$ cat src/logic/node_config_defines.vh
// Constants for the RS-485 node configuration and framing detection block.
// Assumes inclusion by bare name from the logic/ design files.
`ifndef NODE_CONFIG_DEFINES_VH
`define NODE_CONFIG_DEFINES_VH

`define CLK_HZ          32'd100000000
`define BAUD_9600       20'd9600
`define BAUD_19200      20'd19200
`define BAUD_38400      20'd38400
`define BAUD_57600      20'd57600
`define BAUD_76800      20'd76800
`define BAUD_115200     20'd115200
`define BACNET_ADDR_MIN 8'h00
`define BACNET_ADDR_MAX 8'h7f
`define MODBUS_ADDR_MIN 8'h01
`define MODBUS_ADDR_MAX 8'hf7
`define FACTORY_ADDR    8'h7f
// Option switch bit positions (position 1 is bit 0)
`define OPT_MENU_BIT    0
`define OPT_PROTO_BIT   1
// Parity codes
`define PAR_NONE        2'h0
`define PAR_EVEN        2'h1
`define PAR_ODD         2'h2
// Framing candidate index: 0 is BACnet, 1..15 are Modbus (5 rates x 3 framings)
`define CAND_BACNET     4'h0
`define CAND_LAST       4'hf
// Text label codes for the display
`define LBL_NONE        3'h0
`define LBL_ADDR        3'h1
`define LBL_ERR         3'h2
`define LBL_BACNET      3'h3
`define LBL_MODBUS      3'h4
// Display modes
`define DSP_BOOT        2'h0
`define DSP_HOME        2'h1
`define DSP_MENU        2'h2
// Modbus function read input registers
`define FC_READ_INPUT   8'h04
// AXI4-Lite register byte offsets
`define REG_STATUS      4'h0
`define REG_FRAMING     4'h4
`define REG_HOME        4'h8
`define REG_CONTROL     4'hc
`define AXI_OKAY        2'h0
`define AXI_SLVERR      2'h2

`endif

$ cat src/logic/sync3.v
// Three-stage synchroniser with agreement filter for one pin input.
// Assumes a slowly changing level from outside the aclk domain.
`timescale 1ns/1ns
`default_nettype none
module sync3
(
  input  wire aclk,
  input  wire aresetn,
  input  wire pin,
  input  wire init,
  output reg  level
);
  reg s1;
  reg s2;
  reg s3;

  always @(posedge aclk)
  begin
    if (!aresetn)
    begin
      // Start at the pin's idle level so no false edge follows reset
      s1    <= init;
      s2    <= init;
      s3    <= init;
      level <= init;
    end
    else
    begin
      s1 <= pin;
      s2 <= s1;
      s3 <= s2;
      // Change counts only once stages two and three agree
      if (s2 == s3)
        level <= s3;
    end
  end
endmodule // sync3
`default_nettype wire

$ cat src/logic/frame_rx.v
// Serial receiver for one trial framing: start, 8 data, optional parity, stop bits.
// Assumes a synchronised rx level and a divider chosen by the caller.
`timescale 1ns/1ns
`default_nettype none
`include "node_config_defines.vh"
module frame_rx
#(
  parameter DIV_W = 14
)
(
  input  wire             aclk,
  input  wire             aresetn,
  input  wire             rx,
  input  wire [DIV_W-1:0] bit_div,
  input  wire [1:0]       parity,
  input  wire             two_stop,
  output reg  [7:0]       data,
  output reg              data_valid,
  output reg              frame_err
);
  localparam ST_IDLE  = 2'd0;
  localparam ST_START = 2'd1;
  localparam ST_BITS  = 2'd2;
  localparam ST_STOP  = 2'd3;

  reg [1:0]       state;
  reg [DIV_W-1:0] cnt;
  reg [3:0]       bit_idx;
  reg [8:0]       shift;
  reg             stop2;
  wire [3:0]      nbits = (parity == `PAR_NONE) ? 4'd8 : 4'd9;
  wire            tick = (cnt == {DIV_W{1'b0}});
  wire            par_ok = (parity == `PAR_NONE) ||
                           ((^shift) == (parity == `PAR_ODD));

  always @(posedge aclk)
  begin
    if (!aresetn)
    begin
      state      <= ST_IDLE;
      cnt        <= {DIV_W{1'b0}};
      bit_idx    <= 4'd0;
      shift      <= 9'h000;
      stop2      <= 1'b0;
      data       <= 8'h00;
      data_valid <= 1'b0;
      frame_err  <= 1'b0;
    end
    else
    begin
      data_valid <= 1'b0;
      frame_err  <= 1'b0;
      if (!tick)
        cnt <= cnt - 1'b1;
      case (state)
        ST_IDLE:
        begin
          if (!rx)
          begin
            cnt   <= {1'b0, bit_div[DIV_W-1:1]};
            state <= ST_START;
          end
        end
        ST_START:
        begin
          if (tick)
          begin
            cnt     <= bit_div;
            bit_idx <= 4'd0;
            state   <= rx ? ST_IDLE : ST_BITS;
          end
        end
        ST_BITS:
        begin
          if (tick)
          begin
            cnt     <= bit_div;
            shift   <= {rx, shift[8:1]};
            bit_idx <= bit_idx + 1'b1;
            if (bit_idx == nbits - 1'b1)
            begin
              stop2 <= two_stop;
              state <= ST_STOP;
            end
          end
        end
        ST_STOP:
        begin
          if (tick)
          begin
            cnt <= bit_div;
            if (!rx || !par_ok)
            begin
              frame_err <= 1'b1;
              state     <= ST_IDLE;
            end
            else if (stop2)
              stop2 <= 1'b0;
            else
            begin
              data       <= (parity == `PAR_NONE) ? shift[8:1] : shift[7:0];
              data_valid <= 1'b1;
              state      <= ST_IDLE;
            end
          end
        end
        default: state <= ST_IDLE;
      endcase
    end
  end
endmodule // frame_rx
`default_nettype wire

$ cat src/logic/node_config.v
// Node configuration: switch address, protocol, menu gating, framing detection,
// AXI4-Lite status registers. Assumes a slow non-volatile store handshake
// and a message checker outside that reports good frames for our address.
`timescale 1ns/1ns
`default_nettype none
`include "node_config_defines.vh"
module node_config
#(
  parameter DIV_W         = 14,
  parameter SILENCE_BITS  = 40
)
(
  input  wire        aclk,
  input  wire        aresetn,
  input  wire [7:0]  address_switch_bank,
  input  wire [3:0]  option_switch_bank,
  input  wire        rx_pin,
  input  wire        display_present,
  input  wire        menu_request,
  input  wire        msg_own_ok,
  input  wire        nvm_valid,
  input  wire [3:0]  nvm_framing,
  input  wire        nvm_done,
  output reg         nvm_write,
  output reg  [3:0]  nvm_wdata,
  output reg  [7:0]  node_address,
  output reg         address_valid,
  output reg         protocol_modbus,
  output reg         framing_locked,
  output reg  [19:0] baud_rate,
  output reg  [1:0]  parity_mode,
  output reg         two_stop_bits,
  output reg         rx_byte_valid,
  output reg  [7:0]  rx_byte,
  output reg         respond_enable,
  output reg         menu_active,
  output reg  [1:0]  display_mode,
  output reg  [7:0]  primary_value,
  output reg  [2:0]  primary_text,
  output reg  [2:0]  secondary_text,
  output reg  [3:0]  home_select,
  input  wire [3:0]  s_axi_awaddr,
  input  wire        s_axi_awvalid,
  output reg         s_axi_awready,
  input  wire [31:0] s_axi_wdata,
  input  wire [3:0]  s_axi_wstrb,
  input  wire        s_axi_wvalid,
  output reg         s_axi_wready,
  output reg  [1:0]  s_axi_bresp,
  output reg         s_axi_bvalid,
  input  wire        s_axi_bready,
  input  wire [3:0]  s_axi_araddr,
  input  wire        s_axi_arvalid,
  output reg         s_axi_arready,
  output reg  [31:0] s_axi_rdata,
  output reg  [1:0]  s_axi_rresp,
  output reg         s_axi_rvalid,
  input  wire        s_axi_rready
);
  localparam ST_BOOT   = 3'd0;
  localparam ST_NVM    = 3'd1;
  localparam ST_DETECT = 3'd2;
  localparam ST_STORE  = 3'd3;
  localparam ST_RUN    = 3'd4;
  localparam ST_HALT   = 3'd5;

  wire        rx;
  wire [7:0]  rx_data;
  wire        rx_dv;
  wire        rx_err;
  reg  [2:0]  state;
  reg  [3:0]  cand;
  reg         sw_seen;
  reg  [3:0]  good_bytes;
  reg  [7:0]  sw_addr;
  reg         sw_modbus;
  reg         sw_valid;
  reg  [1:0]  home_sel_cfg;
  reg         boot_shown;

  sync3 u_rx_sync
  (
    .aclk    (aclk),
    .aresetn (aresetn),
    .pin     (rx_pin),
    .init    (1'b1),
    .level   (rx)
  );

  // Candidate table: 0 is BACnet, then Modbus rate-major, framing-minor
  function [19:0] cand_baud;
    input [3:0] c;
    reg   [3:0] r;
    begin
      r = (c - 4'd1) / 4'd3;
      case (r)
        4'd0:    cand_baud = `BAUD_19200;
        4'd1:    cand_baud = `BAUD_38400;
        4'd2:    cand_baud = `BAUD_57600;
        4'd3:    cand_baud = `BAUD_76800;
        default: cand_baud = `BAUD_115200;
      endcase
      if (c == `CAND_BACNET)
        cand_baud = `BAUD_9600;
    end
  endfunction

  function [2:0] cand_frame;
    input [3:0] c;
    reg   [3:0] f;
    begin
      f = (c - 4'd1) % 4'd3;
      case (f)
        4'd0:    cand_frame = {`PAR_EVEN, 1'b0};
        4'd1:    cand_frame = {`PAR_ODD, 1'b0};
        default: cand_frame = {`PAR_NONE, 1'b1};
      endcase
      if (c == `CAND_BACNET)
        cand_frame = {`PAR_NONE, 1'b0};
    end
  endfunction

  wire [19:0]      c_baud = cand_baud(cand);
  wire [2:0]       c_frame = cand_frame(cand);
  wire [31:0]      div32 = `CLK_HZ / c_baud;
  wire [DIV_W-1:0] c_div = div32[DIV_W-1:0] - 1'b1;

  frame_rx #(.DIV_W(DIV_W)) u_rx
  (
    .aclk       (aclk),
    .aresetn    (aresetn),
    .rx         (rx),
    .bit_div    (c_div),
    .parity     (c_frame[2:1]),
    .two_stop   (c_frame[0]),
    .data       (rx_data),
    .data_valid (rx_dv),
    .frame_err  (rx_err)
  );

  // Switch decode is combinational from the raw switch inputs; the results are registered below
  wire [7:0] addr_now = address_switch_bank; // bit7 = position 1, weight 128
  wire       modbus_now = option_switch_bank[`OPT_PROTO_BIT];
  wire       valid_now = modbus_now ?
               (addr_now >= `MODBUS_ADDR_MIN && addr_now <= `MODBUS_ADDR_MAX) :
               (addr_now <= `BACNET_ADDR_MAX);

  always @(posedge aclk)
  begin
    if (!aresetn)
    begin
      // Factory address until the switches are sampled
      sw_addr   <= `FACTORY_ADDR;
      sw_modbus <= 1'b0;
      // Not valid until sampled, so no stale address is ever flagged valid
      sw_valid  <= 1'b0;
      sw_seen   <= 1'b0;
    end
    else
    begin
      sw_seen   <= 1'b1;
      sw_addr   <= addr_now;
      sw_modbus <= modbus_now;
      sw_valid  <= valid_now;
    end
  end

  // Detection state machine; only reset (power cycle) returns to boot
  always @(posedge aclk)
  begin
    if (!aresetn)
    begin
      state      <= ST_BOOT;
      cand       <= `CAND_BACNET;
      good_bytes <= 4'h0;
      nvm_write  <= 1'b0;
      nvm_wdata  <= 4'h0;
      framing_locked <= 1'b0;
    end
    else
    begin
      nvm_write <= 1'b0;
      case (state)
        ST_BOOT:
        begin
          // Decide only once the switches have been sampled
          if (sw_seen)
            state <= !sw_valid ? ST_HALT : (nvm_valid ? ST_NVM : ST_DETECT);
        end
        ST_NVM:
        begin
          // Stored framing is the default at start-up
          cand  <= nvm_framing;
          state <= ST_RUN;
        end
        ST_DETECT:
        begin
          if (!sw_modbus)
            cand <= `CAND_BACNET;
          else if (cand == `CAND_BACNET)
            cand <= 4'h1;
          if (rx_err)
          begin
            good_bytes <= 4'h0;
            // Try next framing of this protocol on any framing error
            if (sw_modbus)
              cand <= (cand == `CAND_LAST) ? 4'h1 : cand + 4'h1;
          end
          else if (rx_dv && good_bytes != 4'hf)
            good_bytes <= good_bytes + 4'h1;
          // Lock only on a verified message to our own address
          if (msg_own_ok && good_bytes != 4'h0)
          begin
            nvm_wdata <= cand;
            nvm_write <= 1'b1;
            state     <= ST_STORE;
          end
        end
        ST_STORE:
        begin
          if (nvm_done)
            state <= ST_RUN;
          else
            nvm_write <= 1'b1;
        end
        // Framing changes on the line are ignored from here on
        ST_RUN:
        begin
          // Lock on the same edge as, or after, the framing outputs take the final candidate
          framing_locked <= 1'b1;
          state          <= ST_RUN;
        end
        ST_HALT: state <= ST_HALT;
        default: state <= ST_BOOT;
      endcase
    end
  end

  // Link-facing outputs
  always @(posedge aclk)
  begin
    if (!aresetn)
    begin
      node_address    <= `FACTORY_ADDR;
      address_valid   <= 1'b0;
      protocol_modbus <= 1'b0;
      baud_rate       <= `BAUD_9600;
      parity_mode     <= `PAR_NONE;
      two_stop_bits   <= 1'b0;
      rx_byte_valid   <= 1'b0;
      rx_byte         <= 8'h00;
      respond_enable  <= 1'b0;
    end
    else
    begin
      node_address    <= sw_addr;
      address_valid   <= sw_valid;
      protocol_modbus <= sw_modbus;
      baud_rate       <= c_baud;
      parity_mode     <= c_frame[2:1];
      two_stop_bits   <= c_frame[0];
      rx_byte_valid   <= rx_dv && state != ST_HALT;
      rx_byte         <= rx_data;
      // No answers until locked, never with a bad address
      respond_enable  <= sw_valid && state == ST_RUN;
    end
  end

  // Display and menu
  always @(posedge aclk)
  begin
    if (!aresetn)
    begin
      display_mode   <= `DSP_BOOT;
      primary_value  <= 8'h00;
      primary_text   <= `LBL_NONE;
      secondary_text <= `LBL_NONE;
      menu_active    <= 1'b0;
      home_select    <= 4'h0;
      boot_shown     <= 1'b0;
    end
    else
    begin
      // One slot: low two bits select the quantity, upper two bits zero, all zero without a display
      home_select <= {2'b00, home_sel_cfg} & {4{display_present}};
      menu_active <= menu_request && display_present &&
                     option_switch_bank[`OPT_MENU_BIT];
      if (!boot_shown)
      begin
        display_mode  <= `DSP_BOOT;
        primary_value <= sw_addr;
        primary_text  <= sw_valid ? `LBL_ADDR : `LBL_ERR;
        secondary_text <= sw_modbus ? `LBL_MODBUS : `LBL_BACNET;
        boot_shown    <= state != ST_BOOT && sw_valid;
      end
      else
      begin
        display_mode   <= menu_active ? `DSP_MENU : `DSP_HOME;
        primary_text   <= `LBL_NONE;
        secondary_text <= `LBL_NONE;
      end
    end
  end

  // AXI4-Lite slave: one write and one read at a time
  reg        aw_held;
  reg        w_held;
  reg [3:0]  aw_addr;
  reg [31:0] w_data;
  reg [3:0]  w_strb;

  always @(posedge aclk)
  begin
    if (!aresetn)
    begin
      s_axi_awready <= 1'b1;
      s_axi_wready  <= 1'b1;
      s_axi_bvalid  <= 1'b0;
      s_axi_bresp   <= `AXI_OKAY;
      aw_held       <= 1'b0;
      w_held        <= 1'b0;
      aw_addr       <= 4'h0;
      w_data        <= 32'h00000000;
      w_strb        <= 4'h0;
      home_sel_cfg  <= 2'h0;
    end
    else
    begin
      if (s_axi_awvalid && s_axi_awready)
      begin
        aw_addr       <= s_axi_awaddr;
        aw_held       <= 1'b1;
        s_axi_awready <= 1'b0;
      end
      if (s_axi_wvalid && s_axi_wready)
      begin
        w_data       <= s_axi_wdata;
        w_strb       <= s_axi_wstrb;
        w_held       <= 1'b1;
        s_axi_wready <= 1'b0;
      end
      if (aw_held && w_held && !s_axi_bvalid)
      begin
        s_axi_bvalid <= 1'b1;
        aw_held      <= 1'b0;
        w_held       <= 1'b0;
        if (aw_addr == `REG_HOME)
        begin
          s_axi_bresp <= `AXI_OKAY;
          if (w_strb[0])
            home_sel_cfg <= w_data[1:0];
        end
        else if (aw_addr == `REG_STATUS || aw_addr == `REG_FRAMING ||
                 aw_addr == `REG_CONTROL)
          s_axi_bresp <= `AXI_OKAY;
        else
          s_axi_bresp <= `AXI_SLVERR;
      end
      if (s_axi_bvalid && s_axi_bready)
      begin
        s_axi_bvalid  <= 1'b0;
        s_axi_awready <= 1'b1;
        s_axi_wready  <= 1'b1;
      end
    end
  end

  always @(posedge aclk)
  begin
    if (!aresetn)
    begin
      s_axi_arready <= 1'b1;
      s_axi_rvalid  <= 1'b0;
      s_axi_rdata   <= 32'h00000000;
      s_axi_rresp   <= `AXI_OKAY;
    end
    else
    begin
      if (s_axi_arvalid && s_axi_arready)
      begin
        s_axi_arready <= 1'b0;
        s_axi_rvalid  <= 1'b1;
        s_axi_rresp   <= `AXI_OKAY;
        case (s_axi_araddr)
          `REG_STATUS:
            s_axi_rdata <= {13'h0000, state, 5'h00, framing_locked, sw_modbus, sw_valid,
                            sw_addr};
          `REG_FRAMING:
            s_axi_rdata <= {cand, c_frame[0], c_frame[2:1], 5'h00, c_baud};
          `REG_HOME:
            s_axi_rdata <= {30'h00000000, home_sel_cfg};
          `REG_CONTROL:
            s_axi_rdata <= {28'h0000000, option_switch_bank};
          default:
          begin
            s_axi_rdata <= 32'h00000000;
            s_axi_rresp <= `AXI_SLVERR;
          end
        endcase
      end
      if (s_axi_rvalid && s_axi_rready)
      begin
        s_axi_rvalid  <= 1'b0;
        s_axi_arready <= 1'b1;
      end
    end
  end
endmodule // node_config
`default_nettype wire

$ cat config.mk
export PLATFORM = sky130hd
export DESIGN_NAME = node_config
export DESIGN_NICKNAME = d
export VERILOG_FILES = /design/src/logic/sync3.v /design/src/logic/frame_rx.v /design/src/logic/node_config.v
export VERILOG_INCLUDE_DIRS = /design/src /design/src/logic
export SDC_FILE = /design/constraint.sdc
export NUM_CORES = 1
export LEC_CHECK = 0
export BUFFER_PORTS_ARGS = -buffer_cell sky130_fd_sc_hd__buf_2
export CAP_MARGIN = 20
export CORE_UTILIZATION = 30
export CTS_CLUSTER_DIAMETER = 50
export DETAILED_ROUTE_END_ITERATION = 10
export PLACE_DENSITY = 0.59
export SLEW_MARGIN = 10
export SYNTH_ARGS = -nofsm -noshare
export SYNTH_HDL_FRONTEND = slang
export SYNTH_SLANG_ARGS = --single-unit
$ cat constraint.sdc
create_clock -name aclk -period 41.8 [get_ports aclk]
set_clock_uncertainty 0.1 [all_clocks]
set_input_delay 0 -clock aclk [delete_from_list [all_inputs] [get_ports aclk]]
set_output_delay 0 -clock aclk [all_outputs]
set_load 0.03 [all_outputs]
==> impl_summary.md <==
STA
The post-route setup TNS is 0 ns. The headroom to the max-slew limit is 32.1%. The post-layout worst setup margin is ~2.7 ns. The number of endpoints failing setup at the final stage is 0. The final critical path takes up 93.6% of the cycle. The minimum clock period is between 30 and 40 ns. At the pin with the least slew margin, the transition time is ~1 ns. The final hold violation count came to 0. The highest attainable clock frequency is 25.6 MHz. The final-report max-slew violation count is 0.

Die
After floorplanning, the core was sized to cover 0.0632 mm2. The floorplan step defined a die boundary enclosing about 0.065 mm2. From left edge to right edge, the die measures 255 um.

The total I/O pin count is 184. Once the floorplan was initialized, standard cells occupied between 30% and 40% of the core. The site row count is 92. The floorplan step set the die height to 255 um.

Layout
At the end of the flow the core is filled with cells to 36.1%. The commonest non-fill, non-tap cell in the layout is sky130_fd_sc_hd__nor2_1. The repair_antennas step left the layout with diodes totalling 0. In the layout the commonest cells are sky130_fd_sc_hd__nor2_1, sky130_fd_sc_hd__nand2_1, sky130_fd_sc_hd__a21oi_1. The signed area change from the synthesized netlist to the final layout is 18.6%. The fraction of final layout cells sized beyond drive strength 1 is between 10% and 20%. The number of nets in the finished design is 3060.

Yosys
The average instance in the mapped netlist occupies 7.35 um2. Summed over all instances, the cell type with the most area after synthesis is sky130_fd_sc_hd__dfxtp_1. The synthesized instance count is 2614. The number of warning messages in the yosys log is 0.

After synthesis, the cell types taking the most area are sky130_fd_sc_hd__dfxtp_1, sky130_fd_sc_hd__ha_1, sky130_fd_sc_hd__a21oi_1. Yosys mapped a number of flops with a built-in enable equal to 0. After synthesis, the largest area contributor takes up 17.4% of total cell area. The flip-flop cell with the highest count after synthesis is sky130_fd_sc_hd__dfxtp_1. The number of different library cells used by synthesis comes to 113. Of all flip-flops after synthesis, the portion carrying an async set or reset was 0%. The mapped netlist covers 0.0192 mm2. The number of storage elements in the synthesis netlist is 167. After synthesis, flip-flops and latches occupy 17.4% of the total area.

Placement
The pre-CTS worst setup slack is ~1.1 ns. In this run the tool buffered the top-level ports with 129 buffer cells. The placer's final routability congestion estimate is between 0.9 and 1. Detailed placement finished with a half-perimeter wire length of 48100 um.

Clock tree
The TritonCTS clock tree is yes. The clock-pin slew reported for the worst setup and hold paths after clock tree synthesis is around 0.080 ns. The number of buffers created by CTS is 17. The number of sinks driven by the clock tree is 167. The H-tree generated during clock tree synthesis spans 4 levels. The clock passes through at most 2 buffers. The insertion delay to the later sink of the worst-skew pair is around 0.44 ns. The cell at the root of the clock tree is sky130_fd_sc_hd__clkbuf_16.

Drt
The via count of the routed design is 20500. In the routed design, unresolved DRC markers number 0. The iteration count of the initial detailed-routing pass is 5. Once detail routing completed, the nets flagged for antenna violations numbered 0.

The average detailed-routed wire length per instance is 17.4 um. Wires add up to 64400 um. The via density per instance is 5.55.

The DRC violation total after the first TritonRoute iteration is 1484.

Setup path
Together, buffers and inverters on the worst path number 22. The largest individual stage delay along the critical path comes from the cell sky130_fd_sc_hd__or4b_1. The kind of start point of the critical path is a flop. The cell occurring most often along the worst timing path is sky130_fd_sc_hd__ha_1. STA classifies the critical path endpoint as a flop. In this run the critical register-to-register path is captured at u_rx.cnt[5]. For this run, the slowest stage of the critical path takes 0.56 ns.

The worst register-to-register path begins at cand[0]. STA puts the critical path data required time at 42.01 ns. The biggest fanout along the worst timing path is 16. For the worst setup path, the data arrival time is between 30 and 40 ns.

On the critical path the largest part of the delay comes from compound AO/OA/AOI/OAI gates. Measured in cells, the most critical reg-to-reg path has a length of 203. The internal reg-to-reg setup slack is 2.67 ns. The worst setup path category is reg2reg.

Worst hold path
The worst hold path endpoint is state[0]. The worst hold path class is in2reg. Along the worst hold path, the cell count comes to 6.

The worst hold path begins at nvm_valid.

GRT
The number of antenna violations at the first check in global routing is 0. The first global-routing pass estimated approximately 100000 um of wire. The total routing usage reported by global routing is roughly a fifth.

The remaining global-route overflow is 0. The maximum number of pins on one net before global-route repair is 62. The via count of the first global-routing pass is 19000.

Run
Across the run, the number of max-cap violations was 0.

Run status
The run finished with clean final reports.
worst register-to-register path: cells and delay by family (launching register included):
kind            cells  cell delay (ns)
compound gates     86            16.09
simple gates       58            10.02
fa+ha+maj          26             7.07
buf+inv            22             2.96
mux                 7             1.84
xor+xnor            4             0.64
flops               1             0.33
per-stage QoR:
step / cells / cell area, um2 / hold WS [ns]
6_report: 3691 / 22800 / 0.0257
3_5_place_dp: 3588 / 21200 / 0.104
5_1_grt: 3691 / 22800 / 0.0666
4_1_cts: 3674 / 22400 / 0.0148
3_3_place_gp: 3588 / 21200 / 0.0829
2_1_floorplan: 2641 / 19300 / -0.0723
layout make-up:
| type | count | area (um2) |
|---|---|---|
| Inverter | 65 | 248 |
| Timing Repair Buffer | 313 | 2180 |
| Tap cell | 846 | 1060 |
| Fill cell | 6703 | 40400 |
| Multi-Input combinational cell | 2269 | 15300 |
| Clock buffer | 18 | 429 |
| Sequential cell | 167 | 3340 |
| Clock inverter | 13 | 210 |
synthesized netlist by cell type (9+ instances only):
| master | count |
|---|---|
| sky130_fd_sc_hd__xnor2_1 | 81 |
| sky130_fd_sc_hd__a21o_1 | 73 |
| sky130_fd_sc_hd__mux2i_1 | 47 |
| sky130_fd_sc_hd__nand4_1 | 22 |
| sky130_fd_sc_hd__o21bai_1 | 13 |
| sky130_fd_sc_hd__and2_1 | 40 |
| sky130_fd_sc_hd__nor4_1 | 22 |
| sky130_fd_sc_hd__a211oi_1 | 30 |
| sky130_fd_sc_hd__nor3_1 | 67 |
| sky130_fd_sc_hd__o211ai_1 | 18 |
| sky130_fd_sc_hd__o21ai_0 | 163 |
| sky130_fd_sc_hd__a311oi_1 | 13 |
| sky130_fd_sc_hd__a22oi_1 | 30 |
| sky130_fd_sc_hd__a221oi_1 | 11 |
| sky130_fd_sc_hd__a21oi_1 | 237 |
| sky130_fd_sc_hd__nand2b_1 | 57 |
| sky130_fd_sc_hd__nor2_1 | 276 |
| sky130_fd_sc_hd__o21a_1 | 34 |
| sky130_fd_sc_hd__nor3b_1 | 12 |
| sky130_fd_sc_hd__or2_2 | 19 |
| sky130_fd_sc_hd__dfxtp_1 | 167 |
| sky130_fd_sc_hd__nor2b_1 | 26 |
| sky130_fd_sc_hd__o22ai_1 | 12 |
| sky130_fd_sc_hd__and4_1 | 13 |
| sky130_fd_sc_hd__nand2_1 | 249 |
| sky130_fd_sc_hd__xor2_1 | 42 |
| sky130_fd_sc_hd__o31a_1 | 14 |
| sky130_fd_sc_hd__mux2_2 | 31 |
| sky130_fd_sc_hd__inv_1 | 60 |
| sky130_fd_sc_hd__buf_4 | 37 |
| sky130_fd_sc_hd__a31oi_1 | 36 |
| sky130_fd_sc_hd__clkbuf_1 | 69 |
| sky130_fd_sc_hd__ha_1 | 153 |
| sky130_fd_sc_hd__and3_1 | 30 |
| sky130_fd_sc_hd__or3_1 | 22 |
| sky130_fd_sc_hd__nand3_1 | 80 |
| sky130_fd_sc_hd__o21ai_1 | 9 |
| sky130_fd_sc_hd__o31ai_1 | 25 |
| sky130_fd_sc_hd__nand3b_1 | 9 |
| sky130_fd_sc_hd__buf_1 | 10 |
| sky130_fd_sc_hd__a2bb2oi_1 | 11 |
| sky130_fd_sc_hd__buf_2 | 22 |
logic make-up (layout without fill, tap and decap cells):
kind of cell,Yosys count,after routing,synth area share [%]
flops,167,167,17.4
other cells,2,29,0.0391
compound gates,882,882,31.3
simple gates,1002,1002,26.4
mux,79,79,4.32
xor+xnor,123,123,5.61
fa+ha+maj,154,154,10.1
buf+inv,205,409,4.95
worst max-delay path by stage:
stage | start | to | cells after the start
finish | cand[0] | u_rx.cnt[5] | 203
global route | cand[0] | u_rx.cnt[5] | 211
CTS | cand[0] | u_rx.cnt[5] | 198
detailed placement | cand[0] | u_rx.cnt[5] | 198
global placement | cand[3] | u_rx.cnt[5] | 200
floorplan | cand[0] | u_rx.cnt[0] | 220
flip-flops by register name, indices dropped and copies added, names as in the netlist, 3 cells and up, named ones only:
signal	flops
node_address	8
good_bytes	4
nvm_wdata	4
s_axi_rdata	26
u_rx.shift	9
u_rx.cnt	14
primary_value	8
state	3
baud_rate	10
rx_byte	8
u_rx.data	8
cand	4
aw_addr	4
sw_addr	8
u_rx.bit_idx	4
timing repair:
action	4_1_cts	5_1_grt
hold endpoints to repair	64	0
gates resized for setup	0	68
buffers inserted	0	16
hold buffers	55	0
endpoints found under the setup margin	0	6
layer usage:
| layer | share of wire [%] | vias to the layer above | wire length (um) | GRT usage, % |
|---|---|---|---|---|
| li1 | - | 10200 | - | - |
| met1 | 47 | 9645 | 30400 | 26.8 |
| met2 | 46 | 582 | 29700 | 32.2 |
| met3 | 5.0 | 82 | 3230 | 2.06 |
| met4 | 1.5 | 0 | 988 | 4.55 |
| met5 | 0 | - | 0 | 0 |
Power is not shown: default switching activity piles up to over one toggle a cycle in this logic, so the estimate is an artifact.
